## src/hrc_map.svh

```systemverilog
// Register map, field positions and reset values of the homing reference control
`ifndef HRC_MAP_SVH
`define HRC_MAP_SVH

// ************************************************************
// Byte offsets
// ************************************************************
`define HRC_CTRL_OFS     8'h00
`define HRC_MODE_OFS     8'h04
`define HRC_WIN_OFS      8'h08
`define HRC_STAT_OFS     8'h0C
`define HRC_POS_OFS      8'h10
`define HRC_ANGLE_OFS    8'h14

// ************************************************************
// Control fields
// ************************************************************
`define HRC_C_START      0
`define HRC_C_POSTPOS    1
`define HRC_C_SWAP       2
`define HRC_C_INV_HOME   3
`define HRC_C_INV_POS    4
`define HRC_C_INV_NEG    5
`define HRC_C_CUR_REV    6
`define HRC_C_HOME_EN    7
`define HRC_C_DOWNLOAD   8
`define HRC_C_FB_LO      9
`define HRC_C_FB_HI      10
`define HRC_C_CHECK      12

// ************************************************************
// Status fields
// ************************************************************
`define HRC_S_BUSY       0
`define HRC_S_REF        1
`define HRC_S_FAULT      2
`define HRC_S_REQ        3
`define HRC_S_SWLIM      4
`define HRC_S_REF_WORD   12

// ************************************************************
// Reset values and limits
// ************************************************************
`define HRC_CTRL_RST     13'h0000
`define HRC_MODE_RST     8'h00
`define HRC_WIN_RST      16'h0400
`define HRC_HALF_TURN    16'h8000
`define HRC_MODE_HERE    8'h23

`endif

```

## src/hrc_pkg.sv

```systemverilog
// Types shared by the homing reference control
package hrc_pkg;

  typedef enum logic [2:0] {
    HRC_ST_IDLE   = 3'b000,
    HRC_ST_SEARCH = 3'b001,
    HRC_ST_ZERO   = 3'b010,
    HRC_ST_GOTO   = 3'b011,
    HRC_ST_STOP   = 3'b100
  } hrc_state_type;

  typedef enum logic [2:0] {
    HRC_SRC_HOME_EDGE = 3'b000,
    HRC_SRC_HOME_ZP   = 3'b001,
    HRC_SRC_LIMIT     = 3'b010,
    HRC_SRC_ZP        = 3'b011,
    HRC_SRC_BLOCK     = 3'b100,
    HRC_SRC_HERE      = 3'b101
  } hrc_src_type;

  typedef enum logic [1:0] {
    HRC_FB_INCR = 2'b00,
    HRC_FB_ABS  = 2'b01,
    HRC_FB_EMU  = 2'b10
  } hrc_fb_type;

  typedef struct packed {
    logic        valid;
    hrc_src_type src;
    logic        dir_pos;
    logic        rising;
    logic        home_lvl;
    logic        use_rev;
  } hrc_mode_type;

  typedef struct packed {
    logic home;
    logic pos;
    logic neg;
    logic zp;
  } hrc_sw_type;

endpackage : hrc_pkg

```

## src/hrc_top.sv

```systemverilog
// Homing and position reference control with an AHB-Lite register slave
//
// Summary of operation
// - With homing enabled, first start after each configuration download runs homing.
// - Post-homing positioning moves to 0; otherwise the drive just brakes and stops.
// - Multiturn absolute feedback is referenced by the check strobe; no homing run needed.
// - A configuration download demands a new reference run unless a run finishes in the same cycle.
// - Mode 35 takes machine zero at the current position, no switch needed.
// - Emulated multiturn keeps position only if motor moved under half a turn.
// - Emulation check inside window sets referenced status bit 12 and output.
// - Window exceeded means not referenced and software end limits disabled.
// - Modes 19-22 use home switch edge only; 19/20 positive, 21/22 negative side.
// - Modes 3-6 use home switch plus zero pulse; 3/4 positive, 5/6 negative.
// - Modes 7-14 add reversal switches to zero pulse; 23-30 reversal without pulse.
// - Modes 128 and 129 take machine zero by driving against a block.
// - Modes 1,2,17,18,132,133 use a limit switch; 33,34,130,131 zero pulse only.
// - The feedback zero pulse refines machine zero.
// - Without reversal switches, a current threshold may reverse the search.
// - Switch decisions use logic states after the configurable inversion.
// - Positive and negative reversal switch inputs may be swapped.
//
// The register offsets and the AHB-Lite interface to the registers are this design's own decisions.
`include "hrc_map.svh"
`timescale 1ns/1ns
`default_nettype none

module hrc_top (
  input  wire logic        I_CLK,
  input  wire logic        I_RSTN,
  input  wire logic        I_HSEL,
  input  wire logic [31:0] I_HADDR,
  input  wire logic [1:0]  I_HTRANS,
  input  wire logic        I_HWRITE,
  input  wire logic [2:0]  I_HSIZE,
  input  wire logic [31:0] I_HWDATA,
  input  wire logic        I_HREADY,
  output logic      [31:0] O_HRDATA,
  output logic             O_HREADYOUT,
  output logic             O_HRESP,
  input  wire logic        I_HOME_SW,
  input  wire logic        I_SWITCH_A,
  input  wire logic        I_SWITCH_B,
  input  wire logic        I_ZERO_PULSE,
  input  wire logic        I_CURRENT_LIMIT,
  input  wire logic        I_IN_POS,
  input  wire logic [31:0] I_POSITION,
  input  wire logic [15:0] I_ANGLE,
  output logic             O_MOVE_EN,
  output logic             O_MOVE_DIR,
  output logic             O_SET_ZERO,
  output logic             O_GOTO_ZERO,
  output logic             O_BRAKE,
  output logic             O_REFERENCED,
  output logic             O_SW_LIMIT_EN
);

  // ************************************************************
  // Mode code decoding
  // ************************************************************
  function automatic hrc_pkg::hrc_mode_type decode_mode(input logic [7:0] c);
    hrc_pkg::hrc_mode_type m;
    m = '0;
    m.valid = 1'b1;
    m.dir_pos = ~c[0];
    if (c >= 8'h03 && c <= 8'h0E) begin
      m.src = hrc_pkg::HRC_SRC_HOME_ZP;
      m.home_lvl = ~c[0];
      m.use_rev = (c >= 8'h07);
      m.dir_pos = (c <= 8'h04) || (c >= 8'h07 && c <= 8'h0A);
    end else if (c >= 8'h13 && c <= 8'h1E) begin
      m.src = hrc_pkg::HRC_SRC_HOME_EDGE;
      m.rising = ~c[0];
      m.use_rev = (c >= 8'h17);
      m.dir_pos = (c <= 8'h14) || (c >= 8'h17 && c <= 8'h1A);
    end else if (c == 8'h01 || c == 8'h02 || c == 8'h11 || c == 8'h12 || c == 8'h84 || c == 8'h85) begin
      m.src = hrc_pkg::HRC_SRC_LIMIT;
    end else if (c == 8'h21 || c == 8'h22 || c == 8'h82 || c == 8'h83) begin
      m.src = hrc_pkg::HRC_SRC_ZP;
    end else if (c == 8'h80 || c == 8'h81) begin
      m.src = hrc_pkg::HRC_SRC_BLOCK;
    end else if (c == `HRC_MODE_HERE) begin
      m.src = hrc_pkg::HRC_SRC_HERE;
    end else begin
      m.valid = 1'b0;
    end
    return m;
  endfunction : decode_mode

  // ************************************************************
  // Pin synchronisers
  // ************************************************************
  logic [3:0] pin_raw;
  logic [3:0] sync1_q, sync2_q, sync3_q, pin_q;
  assign pin_raw = {I_HOME_SW, I_SWITCH_A, I_SWITCH_B, I_ZERO_PULSE};

  genvar gi;
  generate
    for (gi = 0; gi < 4; gi++) begin : g_sync
      always_ff @(posedge I_CLK or negedge I_RSTN) begin
        if (!I_RSTN) begin
          sync1_q[gi] <= 1'b0;
          sync2_q[gi] <= 1'b0;
          sync3_q[gi] <= 1'b0;
          pin_q[gi]   <= 1'b0;
        end else begin
          sync1_q[gi] <= pin_raw[gi];
          sync2_q[gi] <= sync1_q[gi];
          sync3_q[gi] <= sync2_q[gi];
          // Glitch guard: only a level seen twice counts
          if (sync2_q[gi] == sync3_q[gi]) begin
            pin_q[gi] <= sync3_q[gi];
          end
        end
      end
    end
  endgenerate

  // ************************************************************
  // Register slave
  // ************************************************************
  logic [12:0] ctrl_q;
  logic [7:0]  mode_q;
  logic [15:0] win_q;
  logic [15:0] angle_q;
  logic        wr_q;
  logic [7:0]  addr_q;
  logic        acc;
  logic        start_w, dl_w, chk_w, fclr_w;

  assign acc         = I_HSEL && I_HTRANS[1] && I_HREADY;
  assign O_HREADYOUT = 1'b1;
  assign O_HRESP     = 1'b0;
  assign start_w = wr_q && addr_q == `HRC_CTRL_OFS && I_HWDATA[`HRC_C_START];
  assign dl_w    = wr_q && addr_q == `HRC_CTRL_OFS && I_HWDATA[`HRC_C_DOWNLOAD];
  assign chk_w   = wr_q && addr_q == `HRC_CTRL_OFS && I_HWDATA[`HRC_C_CHECK];
  assign fclr_w  = wr_q && addr_q == `HRC_STAT_OFS && I_HWDATA[`HRC_S_FAULT];

  always_ff @(posedge I_CLK or negedge I_RSTN) begin
    if (!I_RSTN) begin
      wr_q   <= 1'b0;
      addr_q <= 8'h00;
    end else begin
      wr_q   <= acc && I_HWRITE;
      addr_q <= I_HADDR[7:0];
    end
  end

  // Strobe bits are not stored; they act only in their write cycle
  always_ff @(posedge I_CLK or negedge I_RSTN) begin
    if (!I_RSTN) begin
      ctrl_q  <= `HRC_CTRL_RST;
      mode_q  <= `HRC_MODE_RST;
      win_q   <= `HRC_WIN_RST;
      angle_q <= 16'h0000;
    end else if (wr_q) begin
      unique case (addr_q)
        `HRC_CTRL_OFS: begin
          ctrl_q <= I_HWDATA[12:0] & 13'h06FE;
        end
        `HRC_MODE_OFS:  mode_q  <= I_HWDATA[7:0];
        `HRC_WIN_OFS:   win_q   <= I_HWDATA[15:0];
        `HRC_ANGLE_OFS: angle_q <= I_HWDATA[15:0];
        default: ;
      endcase
    end
  end

  // ************************************************************
  // Switch logic states
  // ************************************************************
  hrc_pkg::hrc_sw_type sw, sw_prev_q;
  hrc_pkg::hrc_fb_type fb;
  logic home_rise, home_fall, pos_rise, neg_rise, zp_rise;

  assign fb      = hrc_pkg::hrc_fb_type'(ctrl_q[`HRC_C_FB_HI:`HRC_C_FB_LO]);
  assign sw.home = pin_q[3] ^ ctrl_q[`HRC_C_INV_HOME];
  assign sw.pos  = (ctrl_q[`HRC_C_SWAP] ? pin_q[1] : pin_q[2]) ^ ctrl_q[`HRC_C_INV_POS];
  assign sw.neg  = (ctrl_q[`HRC_C_SWAP] ? pin_q[2] : pin_q[1]) ^ ctrl_q[`HRC_C_INV_NEG];
  assign sw.zp   = pin_q[0];

  always_ff @(posedge I_CLK or negedge I_RSTN) begin
    if (!I_RSTN) begin
      sw_prev_q <= '0;
    end else begin
      sw_prev_q <= sw;
    end
  end

  assign home_rise = sw.home && !sw_prev_q.home;
  assign home_fall = !sw.home && sw_prev_q.home;
  assign pos_rise  = sw.pos && !sw_prev_q.pos;
  assign neg_rise  = sw.neg && !sw_prev_q.neg;
  assign zp_rise   = sw.zp && !sw_prev_q.zp;

  // ************************************************************
  // Homing sequence
  // ************************************************************
  hrc_pkg::hrc_state_type state_q, state_d;
  hrc_pkg::hrc_mode_type  mcfg, run_q;
  logic dir_q, rev_q, rev_now, found, accept, req_q, ref_q, fault_q;

  assign mcfg   = decode_mode(mode_q);
  assign accept = start_w && state_q == hrc_pkg::HRC_ST_IDLE && ctrl_q[`HRC_C_HOME_EN] && req_q;
  assign rev_now = (run_q.use_rev && (dir_q ? sw.pos : sw.neg))
                || (!run_q.use_rev && ctrl_q[`HRC_C_CUR_REV] && I_CURRENT_LIMIT
                    && run_q.src != hrc_pkg::HRC_SRC_BLOCK);

  always_comb begin
    found = 1'b0;
    unique case (run_q.src)
      hrc_pkg::HRC_SRC_HOME_EDGE: found = run_q.rising ? home_rise : home_fall;
      hrc_pkg::HRC_SRC_HOME_ZP:   found = zp_rise && sw.home == run_q.home_lvl;
      hrc_pkg::HRC_SRC_LIMIT:     found = dir_q ? pos_rise : neg_rise;
      hrc_pkg::HRC_SRC_ZP:        found = zp_rise;
      hrc_pkg::HRC_SRC_BLOCK:     found = I_CURRENT_LIMIT;
      hrc_pkg::HRC_SRC_HERE:      found = 1'b1;
      default:                    found = 1'b0;
    endcase
  end

  always_comb begin
    state_d = state_q;
    unique case (state_q)
      hrc_pkg::HRC_ST_IDLE: begin
        if (accept && mcfg.valid) begin
          state_d = (mcfg.src == hrc_pkg::HRC_SRC_HERE) ? hrc_pkg::HRC_ST_ZERO : hrc_pkg::HRC_ST_SEARCH;
        end
      end
      hrc_pkg::HRC_ST_SEARCH: begin
        if (found) begin
          state_d = hrc_pkg::HRC_ST_ZERO;
        end
      end
      hrc_pkg::HRC_ST_ZERO: begin
        state_d = ctrl_q[`HRC_C_POSTPOS] ? hrc_pkg::HRC_ST_GOTO : hrc_pkg::HRC_ST_STOP;
      end
      hrc_pkg::HRC_ST_GOTO, hrc_pkg::HRC_ST_STOP: begin
        if (I_IN_POS) begin
          state_d = hrc_pkg::HRC_ST_IDLE;
        end
      end
      default: state_d = hrc_pkg::HRC_ST_IDLE;
    endcase
  end

  always_ff @(posedge I_CLK or negedge I_RSTN) begin
    if (!I_RSTN) begin
      state_q <= hrc_pkg::HRC_ST_IDLE;
    end else begin
      state_q <= state_d;
    end
  end

  // Direction: search toward the inactive side of the home switch first
  always_ff @(posedge I_CLK or negedge I_RSTN) begin
    if (!I_RSTN) begin
      run_q <= '0;
      dir_q <= 1'b0;
      rev_q <= 1'b0;
    end else begin
      rev_q <= rev_now;
      if (accept) begin
        run_q <= mcfg;
        if (mcfg.src == hrc_pkg::HRC_SRC_HOME_EDGE || mcfg.src == hrc_pkg::HRC_SRC_HOME_ZP) begin
          dir_q <= mcfg.dir_pos ^ sw.home;
        end else begin
          dir_q <= mcfg.dir_pos;
        end
      end else if (state_q == hrc_pkg::HRC_ST_SEARCH && rev_now && !rev_q) begin
        dir_q <= !dir_q;
      end
    end
  end

  always_ff @(posedge I_CLK or negedge I_RSTN) begin
    if (!I_RSTN) begin
      O_MOVE_EN   <= 1'b0;
      O_MOVE_DIR  <= 1'b0;
      O_SET_ZERO  <= 1'b0;
      O_GOTO_ZERO <= 1'b0;
      O_BRAKE     <= 1'b0;
    end else begin
      O_MOVE_EN   <= state_d == hrc_pkg::HRC_ST_SEARCH;
      O_MOVE_DIR  <= dir_q;
      O_SET_ZERO  <= state_d == hrc_pkg::HRC_ST_ZERO;
      O_GOTO_ZERO <= state_d == hrc_pkg::HRC_ST_GOTO;
      O_BRAKE     <= state_d == hrc_pkg::HRC_ST_STOP;
    end
  end

  // ************************************************************
  // Reference status
  // ************************************************************
  logic [15:0] delta, delta_abs;
  logic        emu_ok, done;

  assign delta     = I_ANGLE - angle_q;
  assign delta_abs = delta[15] ? 16'(~delta + 16'h0001) : delta;
  assign emu_ok    = delta_abs <= win_q && delta_abs < `HRC_HALF_TURN;
  assign done      = state_q == hrc_pkg::HRC_ST_ZERO;

  // Set wins over clear: a finished run in a download cycle still counts
  always_ff @(posedge I_CLK or negedge I_RSTN) begin
    if (!I_RSTN) begin
      req_q <= 1'b1;
      ref_q <= 1'b0;
    end else if (done) begin
      req_q <= 1'b0;
      ref_q <= 1'b1;
    end else if (dl_w) begin
      req_q <= 1'b1;
      ref_q <= 1'b0;
    end else if (chk_w && fb == hrc_pkg::HRC_FB_ABS) begin
      req_q <= 1'b0;
      ref_q <= 1'b1;
    end else if (chk_w && fb == hrc_pkg::HRC_FB_EMU) begin
      req_q <= !emu_ok;
      ref_q <= emu_ok;
    end
  end

  always_ff @(posedge I_CLK or negedge I_RSTN) begin
    if (!I_RSTN) begin
      fault_q <= 1'b0;
    end else if (accept && !mcfg.valid) begin
      fault_q <= 1'b1;
    end else if (fclr_w) begin
      fault_q <= 1'b0;
    end
  end

  assign O_REFERENCED  = ref_q;
  assign O_SW_LIMIT_EN = ref_q && state_q == hrc_pkg::HRC_ST_IDLE;

  // ************************************************************
  // Read data
  // ************************************************************
  always_ff @(posedge I_CLK or negedge I_RSTN) begin
    if (!I_RSTN) begin
      O_HRDATA <= 32'h00000000;
    end else if (acc && !I_HWRITE) begin
      unique case (I_HADDR[7:0])
        `HRC_CTRL_OFS:  O_HRDATA <= {19'h00000, ctrl_q};
        `HRC_MODE_OFS:  O_HRDATA <= {24'h000000, mode_q};
        `HRC_WIN_OFS:   O_HRDATA <= {16'h0000, win_q};
        `HRC_STAT_OFS:  O_HRDATA <= {19'h00000, ref_q, 7'h00, O_SW_LIMIT_EN, req_q, fault_q, ref_q,
                                     state_q != hrc_pkg::HRC_ST_IDLE};
        `HRC_POS_OFS:   O_HRDATA <= I_POSITION;
        `HRC_ANGLE_OFS: O_HRDATA <= {16'h0000, angle_q};
        default:        O_HRDATA <= 32'h00000000;
      endcase
    end
  end

  // ************************************************************
  // Checks
  // ************************************************************
  run_on_start_a: assert property (@(posedge I_CLK) disable iff (!I_RSTN)
    accept && mcfg.valid |=> state_q != hrc_pkg::HRC_ST_IDLE)
    else $error("homing run not started");
  goto_zero_a: assert property (@(posedge I_CLK) disable iff (!I_RSTN)
    done && ctrl_q[`HRC_C_POSTPOS] |=> O_GOTO_ZERO && !O_BRAKE)
    else $error("no move to zero after homing");
  brake_stop_a: assert property (@(posedge I_CLK) disable iff (!I_RSTN)
    done && !ctrl_q[`HRC_C_POSTPOS] |=> O_BRAKE && !O_GOTO_ZERO && !O_MOVE_EN)
    else $error("no brake after homing");
  abs_check_a: assert property (@(posedge I_CLK) disable iff (!I_RSTN)
    chk_w && fb == hrc_pkg::HRC_FB_ABS && !dl_w |=> O_REFERENCED && !req_q)
    else $error("absolute feedback not referenced");
  download_a: assert property (@(posedge I_CLK) disable iff (!I_RSTN)
    dl_w && !done |=> req_q && !O_REFERENCED)
    else $error("download did not demand homing");
  here_mode_a: assert property (@(posedge I_CLK) disable iff (!I_RSTN)
    accept && mode_q == `HRC_MODE_HERE |=> O_SET_ZERO ##1 !O_SET_ZERO)
    else $error("mode 35 did not set zero at once");
  emu_ok_a: assert property (@(posedge I_CLK) disable iff (!I_RSTN)
    chk_w && !dl_w && !done && fb == hrc_pkg::HRC_FB_EMU && emu_ok |=> O_REFERENCED)
    else $error("emulation within window not referenced");
  emu_bad_a: assert property (@(posedge I_CLK) disable iff (!I_RSTN)
    chk_w && !dl_w && !done && fb == hrc_pkg::HRC_FB_EMU && !emu_ok |=> !O_REFERENCED && !O_SW_LIMIT_EN)
    else $error("exceeded window still referenced");
  bad_mode_a: assert property (@(posedge I_CLK) disable iff (!I_RSTN)
    accept && !mcfg.valid |=> fault_q && state_q == hrc_pkg::HRC_ST_IDLE && !O_MOVE_EN)
    else $error("invalid mode not refused");

endmodule : hrc_top

`default_nettype wire

```

## config.mk

```make
export PLATFORM = sky130hd
export DESIGN_NAME = hrc_top
export DESIGN_NICKNAME = d
export VERILOG_FILES = /design/src/hrc_pkg.sv /design/src/hrc_top.sv
export VERILOG_INCLUDE_DIRS = /design/src /design/src/src
export SDC_FILE = /design/constraint.sdc
export NUM_CORES = 1
export LEC_CHECK = 0
export BUFFER_PORTS_ARGS = -buffer_cell sky130_fd_sc_hd__buf_2
export CORE_UTILIZATION = 55
export DETAILED_ROUTE_END_ITERATION = 12
export PLACE_DENSITY = 0.81
export SYNTH_ARGS = -nofsm -noshare
export SYNTH_HDL_FRONTEND = slang
export SYNTH_SLANG_ARGS = --single-unit
```

## constraint.sdc

```tcl
create_clock -name I_CLK -period 4.95 [get_ports I_CLK]
set_input_delay 0.2475 -clock I_CLK [delete_from_list [all_inputs] [get_ports I_CLK]]
set_output_delay 0.2475 -clock I_CLK [all_outputs]
set_load 0.03 [all_outputs]
```

==> summary.md, run 1 <==
| Metric | Value |
|---|---|
| Status | completed |
| Vias per cell | 5.71 |
| Wire per inst | 16.8 um |
| Clock-pin slew on the worst setup and hold paths | 0.06 ns |
| Die Span Y | 116 um |
| Reg2reg path depth | 18 |
| VDD IR-drop max | 253 uV |
| Vias in the first global route | 5568 |
| CP startpoint | angle_q[0]$_DFFE_PN0P_ |
| Flop pwr share | 40.2% |
| Post-DRT Antenna Nets | 0 |
| Post-synth EDFFs | 0 |
| Syn Nets | 907 |
| Worst setup endpoint | O_REFERENCED$_DFFE_PN0P_ |
| Synth area leader | dfrtp_1 |
| Pin count of the biggest net entering global routing | 82 |
| GRT Util Overall | 26.8% |
| Syn. warnings | 0 |
| Post-synthesis cell area | 7200 um2 |
| CTS Sinks | 129 |
| Pwr Density | 327 nW/um2 |
| Most common cell on crit path | or4_4 |
| Launching point of the worst reg2reg path | angle_q[0]$_DFFE_PN0P_ |
| Clock Tree Root | clkbuf_16 |
| Syn Area/Cell | 9.66 um2 |
| CP Capture Type | flip-flop |
| Vias | 6008 |
| Int Pwr | 2.00 mW |
| #FFs+latches synth | 129 |
| Slowest Stage Delay on Critical Path | 0.55 ns |
| Startpoint types | flip-flop |
| Crit Path Category | flip-flop to flip-flop |
| Placement row count | 41 |
| Hold Path Class | primary input to asynchronous set/reset pin |
| Slew @ Worst Pin | 1.17 ns |
| Leakage | 4.18 nW |
| Die ar. | 13600 um2 |
| Max Fclk | 212 MHz |
| Area Overhead vs Synth | 19.9% |
| First-pass GRT wire length | 27.7 mm |
| Buf/Inv on CP | 0 |
| Slew Limit Headroom | 22.3% |
| DR iter-0 viols | 455 |
| Final worst-path cycle share | 95.3% |
| DR pass1 iterations | 6 |
| Critical path arrival | 5.07 ns |
| Hold slack | 0.00685 ns |
| Mapped Cells | 746 |
| Clk buf depth | 2 |
| TritonCTS Buffers | 17 |
| Critical Path RT | 5.30 ns |
| Initial Util | 56.9% |
| Fin. Hold Viols | 0 |
| Top-Level Pins | 169 |
| Fin crit period | 4.72 ns |
| Horiz. Die Dim | 116 um |
| Buffers on Ports | 122 |
| Net switching power | 0.824 mW |
| Max cap viols | 0 |
| CP Max Fanout | 5 |
| Asr flop ratio synth | 100% |
| Worst R2R Setup Slack | 0.23 ns |
| Clk_skew | 0.00769 ns |
| Unrepaired setup endpoints after global routing | no |
| Critical R2R Capture | O_REFERENCED$_DFFE_PN0P_ |
| Most used flip-flop cell after synthesis | dfrtp_1 |
| Share of Yosys cell area claimed by the top area cell type | 44.1% |
| HPWL after DPL | 12.9 mm |
| Final TNS setup | 0 ns |
| Switching Share | 29.2% |
| Layout Nets | 1028 |
| Layout cell share with drive strength beyond 1 | 25.3% |
| Seq/Total Area, Yosys | 44.8% |
| Final setup fails | 0 |
| CTS tree | yes |
| Clock power share | 41.3% |
| Slowest CP cell | or4_4 |
| Count of pins over their slew limit | 0 |
| Ant diodes | 0 |
| Drt drc | 0 |
| Clock Latency Late Sink | 0.41 ns |
| Htree depth | 4 |
| Top delay family on crit path | simple AND/OR/NAND/NOR gates |
| WP depth | 18 |
| Worst-path cell chain | ha_2, fa_2, nand2b_4, a211oi_2, o21a_2, o41ai_2, xnor2_1, nand3b_1, o31ai_2, xor2_1, ha_1, nand2_1, or4_4, or4_4, nor2b_1, a221o_1, nor2_1, a21o_1 |
| Initial antenna violation count | 0 |
| Comb power frac | 18.5% |
| Gr ovfl total | 0 |
| Top post-synthesis cells by area | dfrtp_1 (44%), ha_1 (5.6%), mux2_2 (5.2%) |
| Post-synth cell types | 72 |
| WL final | 17.6 mm |
| Core area | 12700 um2 |
| RePlAce Congestion | 0.878 |
==> registers in the layout (all words and copies together) (netlist names), 3 cells and up <==
register,count
O_HRDATA,32
angle_q,16
sync3_q,4
ctrl_q,9
win_q,16
run_q,6
pin_q,4
mode_q,8
state_q,3
sync2_q,4
addr_q,8
sw_prev_q,4
sync1_q,4
==> cell families after synthesis <==
group	Yosys count	share of synthesized area, %
compound gates	200	18.3
other cells	2	0.104
fa+ha+maj	37	6.39
xor+xnor	33	4.01
simple gates	217	14.7
buf+inv	80	4.46
flops	129	44.8
mux	48	7.24
==> worst register-to-register path, cell delays in order (launching register included) <==
cell and delay, ns:
dfrtp_1 0.40, ha_2 0.21, fa_2 0.36, nand2b_4 0.16, a211oi_2 0.27, o21a_2 0.24
o41ai_2 0.08, xnor2_1 0.17, nand3b_1 0.25, o31ai_2 0.28, xor2_1 0.11, ha_1 0.28
nand2_1 0.06, or4_4 0.52, or4_4 0.55, nor2b_1 0.15, a221o_1 0.34, nor2_1 0.12
a21o_1 0.12
==> power groups by stage <==
| stage | Sequential, mW | Clock [mW] | Combinational, mW |
|---|---|---|---|
| 4_1_cts | 1.13 | 1.17 | 0.509 |
| 2_1_floorplan | 1.15 | 0 | 0.343 |
| 5_1_grt | 1.14 | 1.22 | 0.582 |
| 6_report | 1.14 | 1.17 | 0.522 |
| 3_5_place_dp | 1.15 | 0 | 0.499 |
| 3_3_place_gp | 1.15 | 0 | 0.488 |
==> metal layers <==
| metal | up-vias | global-route usage [%] | wire, um |
|---|---|---|---|
| met1 | 2840 | 35.4 | 7870 |
| met3 | 37 | 5.55 | 1320 |
| met2 | 226 | 43.4 | 8100 |
| met5 | - | 0 | 0 |
| li1 | 2905 | - | - |
| met4 | 0 | 10.2 | 361 |
==> worst min-delay path by stage <==
| stage | startpoint | end | slack [ns] | cells past startpoint |
|---|---|---|---|---|
| final | I_RSTN | O_MOVE_EN$_DFF_PN0_ | 0.007 | 1 |
| after global placement | sync1_q[0]$_DFF_PN0_ | sync2_q[0]$_DFF_PN0_ | 0.33 | 0 |
| after CTS | I_RSTN | O_MOVE_EN$_DFF_PN0_ | 0.03 | 1 |
| after detailed placement | sync1_q[1]$_DFF_PN0_ | sync2_q[1]$_DFF_PN0_ | 0.33 | 0 |
| after floorplan | I_RSTN | O_BRAKE$_DFF_PN0_ | -0.05 | 0 |
| after global routing | I_HWDATA[11] | win_q[11]$_DFFE_PN0P_ | 0.05 | 3 |
==> cells in the final DEF (no fill, tap or decap), drive strengths merged, types with 20 or more instances in the layout <==
master	Yosys	final
a21oi	36	36
a22o	20	20
buf	7	131
dfrtp	127	127
ha	32	32
inv	42	44
mux2	33	33
nand2	67	67
nor2	62	62
o21ai	65	65
==> synth_stat cells (all sizes together), types with 5 or more instances <==
master / n
mux2: 33
o21ai: 65
nand2: 67
buf: 7
a21oi: 36
inv: 42
clkbuf: 31
nor2b: 6
mux2i: 15
ha: 32
a22o: 20
nor2: 62
a21o: 9
xor2: 16
xnor2: 17
a31oi: 9
nand2b: 12
a22oi: 15
o22ai: 7
nor3b: 6
dfrtp: 127
o211ai: 5
nor3: 13
nand3: 14
and3: 7
==> repair_timing <==
item,4_1_cts,5_1_grt
endpoints found under the hold margin,9,0
buffers inserted,0,5
hold buffers,9,0
setup endpoints to repair,0,2
gates resized for setup,0,13
==> cell type report <==
| cell class | instances | area [um2] |
|---|---|---|
| Clock buffer | 17 | 425 |
| Clock inverter | 15 | 138 |
| Sequential cell | 129 | 3230 |
| Timing Repair Buffer | 140 | 771 |
| Fill cell | 967 | 4030 |
| Inverter | 42 | 158 |
| Tap cell | 172 | 215 |
| Multi-Input combinational cell | 537 | 3700 |
==> per-stage QoR <==
| stage | cells | setup WS, ns | util [%] | area, um2 | power (mW) |
|---|---|---|---|---|---|
| floorplan | 746 | 0.476 | - | 7200 | 1.50 |
| global placement | 1006 | 0.182 | 62.3 | 7900 | 1.64 |
| detailed placement | 1006 | 0.0533 | 62.3 | 7900 | 1.65 |
| CTS | 1047 | 0.00360 | 67.5 | 8550 | 2.82 |
| global route | 1052 | 0.0164 | 68.2 | 8640 | 2.94 |
| finish | 1052 | 0.230 | 68.2 | 8640 | 2.83 |
Power figures use the tool's default switching activity.
==> run 2: changes to the inputs <==
--- a/config.mk
+++ b/config.mk
@@ -7,9 +7,10 @@
 export NUM_CORES = 1
 export LEC_CHECK = 0
 export BUFFER_PORTS_ARGS = -buffer_cell sky130_fd_sc_hd__buf_2
-export CORE_UTILIZATION = 55
+export CORE_UTILIZATION = 59
+export CTS_CLUSTER_DIAMETER = 120
 export DETAILED_ROUTE_END_ITERATION = 12
-export PLACE_DENSITY = 0.81
+export PLACE_DENSITY = 0.86
 export SYNTH_ARGS = -nofsm -noshare
 export SYNTH_HDL_FRONTEND = slang
 export SYNTH_SLANG_ARGS = --single-unit
==> constraint.sdc (replaced) <==
create_clock -name I_CLK -period 5.8 [get_ports I_CLK]
set_input_delay 0.29 -clock I_CLK [delete_from_list [all_inputs] [get_ports I_CLK]]
set_output_delay 0.29 -clock I_CLK [all_outputs]
set_load 0.03 [all_outputs]
==> run 2 against run 1 <==
Combinational power down 15%. Sequential share of layout area up 0.32 points. Register-to-register slack better by 0.49 ns. Die area down 6.7%. Flip-flop and latch count unchanged. First-iteration DRC count up 13%. Sequential power down 15%. Setup slack better by 0.49 ns. Largest cell class unchanged. Highest routed layer unchanged.
==> summary.md, run 2 (same netlist as run 1, synthesis figures left out) <==
| Metric | Value |
|---|---|
| Leakage | 4.18 nW |
| Slew @ Worst Pin | 1.22 ns |
| Largest registers in the final layout | O_HRDATA (32), angle_q (16), win_q (16) |
| VDD IR-drop max | 208 uV |
| Fillcell total | 768 |
| Wire per inst | 18.2 um |
| Sequential Area | 3230 um2 |
| Htree depth | 4 |
| Buffers on Ports | 122 |
| Gr ovfl total | 0 |
| Die Span Y | 113 um |
| Vias in the first global route | 6238 |
| Placement row count | 39 |
| Total power | 2.54 mW |
| Final setup fails | 0 |
| Layout cell share with drive strength beyond 1 | 23.3% |
| Unrepaired setup endpoints after global routing | no |
| Die ar. | 12700 um2 |
| Top-Level Pins | 169 |
| Flop pwr share | 38.1% |
| Switching Share | 27.1% |
| Ant diodes | 0 |
| Hold Path Sink | addr_q[0]$_DFF_PN0_ |
| Worst R2R Setup Slack | 0.73 ns |
| Horiz. Die Dim | 113 um |
| Drt drc | 0 |
| Layout Nets | 1020 |
| Vias per cell | 6.18 |
| Reg with most FFs | O_HRDATA |
| Clock Latency Late Sink | 0.41 ns |
| Clk buf depth | 2 |
| Clock power share | 44.5% |
| Status | completed |
| Fin crit period | 5.07 ns |
| CTS Sinks | 129 |
| Core area | 11700 um2 |
| Critical Path RT | 6.15 ns |
| DR iter-0 viols | 515 |
| Max Fclk | 197 MHz |
| Startpoint types | flip-flop |
| Critical R2R Capture | O_REFERENCED$_DFFE_PN0P_ |
| DR pass1 iterations | 6 |
| Clock Tree Root | clkbuf_16 |
| Int Pwr | 1.85 mW |
| Slew Limit Headroom | 18.9% |
| Most common cell after layout, fill and taps aside | dfrtp_1 |
| Net switching power | 0.690 mW |
| Crit Path Category | flip-flop to flip-flop |
| Critical path arrival | 5.43 ns |
| WL final | 18.5 mm |
| First-pass GRT wire length | 30.0 mm |
| TritonCTS Buffers | 17 |
| Final worst-path cycle share | 87.5% |
| Clk_skew | 0.00532 ns |
| Max cap viols | 0 |
| Pwr Density | 297 nW/um2 |
| Hold Path Class | primary input to flip-flop |
| Max reg flops | 32 |
| Fin. Hold Viols | 0 |
| Initial antenna violation count | 0 |
| CP Capture Type | flip-flop |
| Area Overhead vs Synth | 18.9% |
| RePlAce Congestion | 0.873 |
| Hold path start | I_HADDR[0] |
| Launching point of the worst reg2reg path | angle_q[0]$_DFFE_PN0P_ |
| Initial Util | 61.8% |
| Placed Cells | 975 |
| Clock-pin slew on the worst setup and hold paths | 0.06 ns |
| CTS tree | yes |
| Multi-input logic area | 3650 um2 |
| Comb power frac | 17.4% |
| Pin count of the biggest net entering global routing | 88 |
| Reg2reg path depth | 18 |
| Finished Layout Cells | 1015 |
| Hold Path Depth | 1 |
| GRT Util Overall | 30.2% |
| Post-DRT Antenna Nets | 0 |
| Gates resized, CTS repair | 0 |
| HPWL after DPL | 13.3 mm |
| Vias | 6268 |
| CP Max Fanout | 5 |
| Final TNS setup | 0 ns |
| Count of pins over their slew limit | 0 |
| Commonest non-fill, non-tap cells in the layout | dfrtp_1 (127), buf_2 (121), nand2_1 (67) |
## run 2: cell count changes in the layout (fill, tap and decap cells not counted), moves of 2 or more
cell,before,now
bufinv_16,1,4
ha_2,2,0
clkinvlp_4,6,2
buf_4,10,3
clkbuf_8,0,2
clkinv_4,4,2
ha_1,30,32
## run 2: stage by stage
stage	util, %	setup slack, ns	cell area [um2]	hold slack, ns
detailed placement	67.3	0.859	7850	0.299
global placement	67.3	1.00	7850	0.289
global route	73.4	0.491	8560	0.0135
finish	73.4	0.725	8560	0.0192
CTS	73.4	0.811	8560	0.00832
floorplan	-	1.33	7200	-0.00559
## run 2: critical path, cell delays in order (launching register included)
cell	delay (ns)
dfrtp_1	0.43
ha_1	0.24
fa_1	0.42
nand2b_1	0.18
a211oi_1	0.36
o21a_1	0.27
o41ai_2	0.09
xnor2_1	0.17
nand3b_1	0.23
o31ai_1	0.27
xor2_1	0.11
ha_1	0.29
nand2_1	0.06
or4_4	0.52
or4_1	0.57
nor2b_1	0.18
a221o_1	0.35
nor2_1	0.14
a21o_1	0.13
## run 2: per-layer routing
metal  GRT usage [%]  part of all wire, %
met5               0                    0
met4            13.8                  2.8
met3            6.26                  8.1
met2            49.7                   47
met1            38.7                   42
## run 2: final cells by class
class                           count  area share (%)
Timing Repair Buffer              132            8.27
Clock inverter                     12            2.10
Sequential cell                   129            37.7
Tap cell                          143            2.09
Inverter                           42            1.84
Multi-Input combinational cell    537            42.6
Clock buffer                       20            5.33
## run 2: power by group through the flow
stage	clock network [mW]	logic (mW)	registers, mW
after floorplan	0	0.293	0.984
after detailed placement	0	0.429	0.984
after CTS	1.14	0.438	0.969
after global placement	0	0.406	0.982
after global routing	1.18	0.482	0.974
final	1.13	0.443	0.971
## run 2: worst max-delay path by stage
stage,startpoint,endpoint,cells after the start
after floorplan,angle_q[0]$_DFFE_PN0P_,O_REFERENCED$_DFFE_PN0P_,18
after global placement,I_ANGLE[0],O_REFERENCED$_DFFE_PN0P_,20
after detailed placement,angle_q[0]$_DFFE_PN0P_,O_REFERENCED$_DFFE_PN0P_,18
after CTS,angle_q[0]$_DFFE_PN0P_,O_REFERENCED$_DFFE_PN0P_,18
after global routing,angle_q[0]$_DFFE_PN0P_,O_REFERENCED$_DFFE_PN0P_,18
final,angle_q[0]$_DFFE_PN0P_,O_REFERENCED$_DFFE_PN0P_,18
## run 2: timing repair
item,CTS,global route
setup endpoints to repair,0,0
buffers inserted,0,0
hold buffers,8,0
endpoints found under the hold margin,48,0
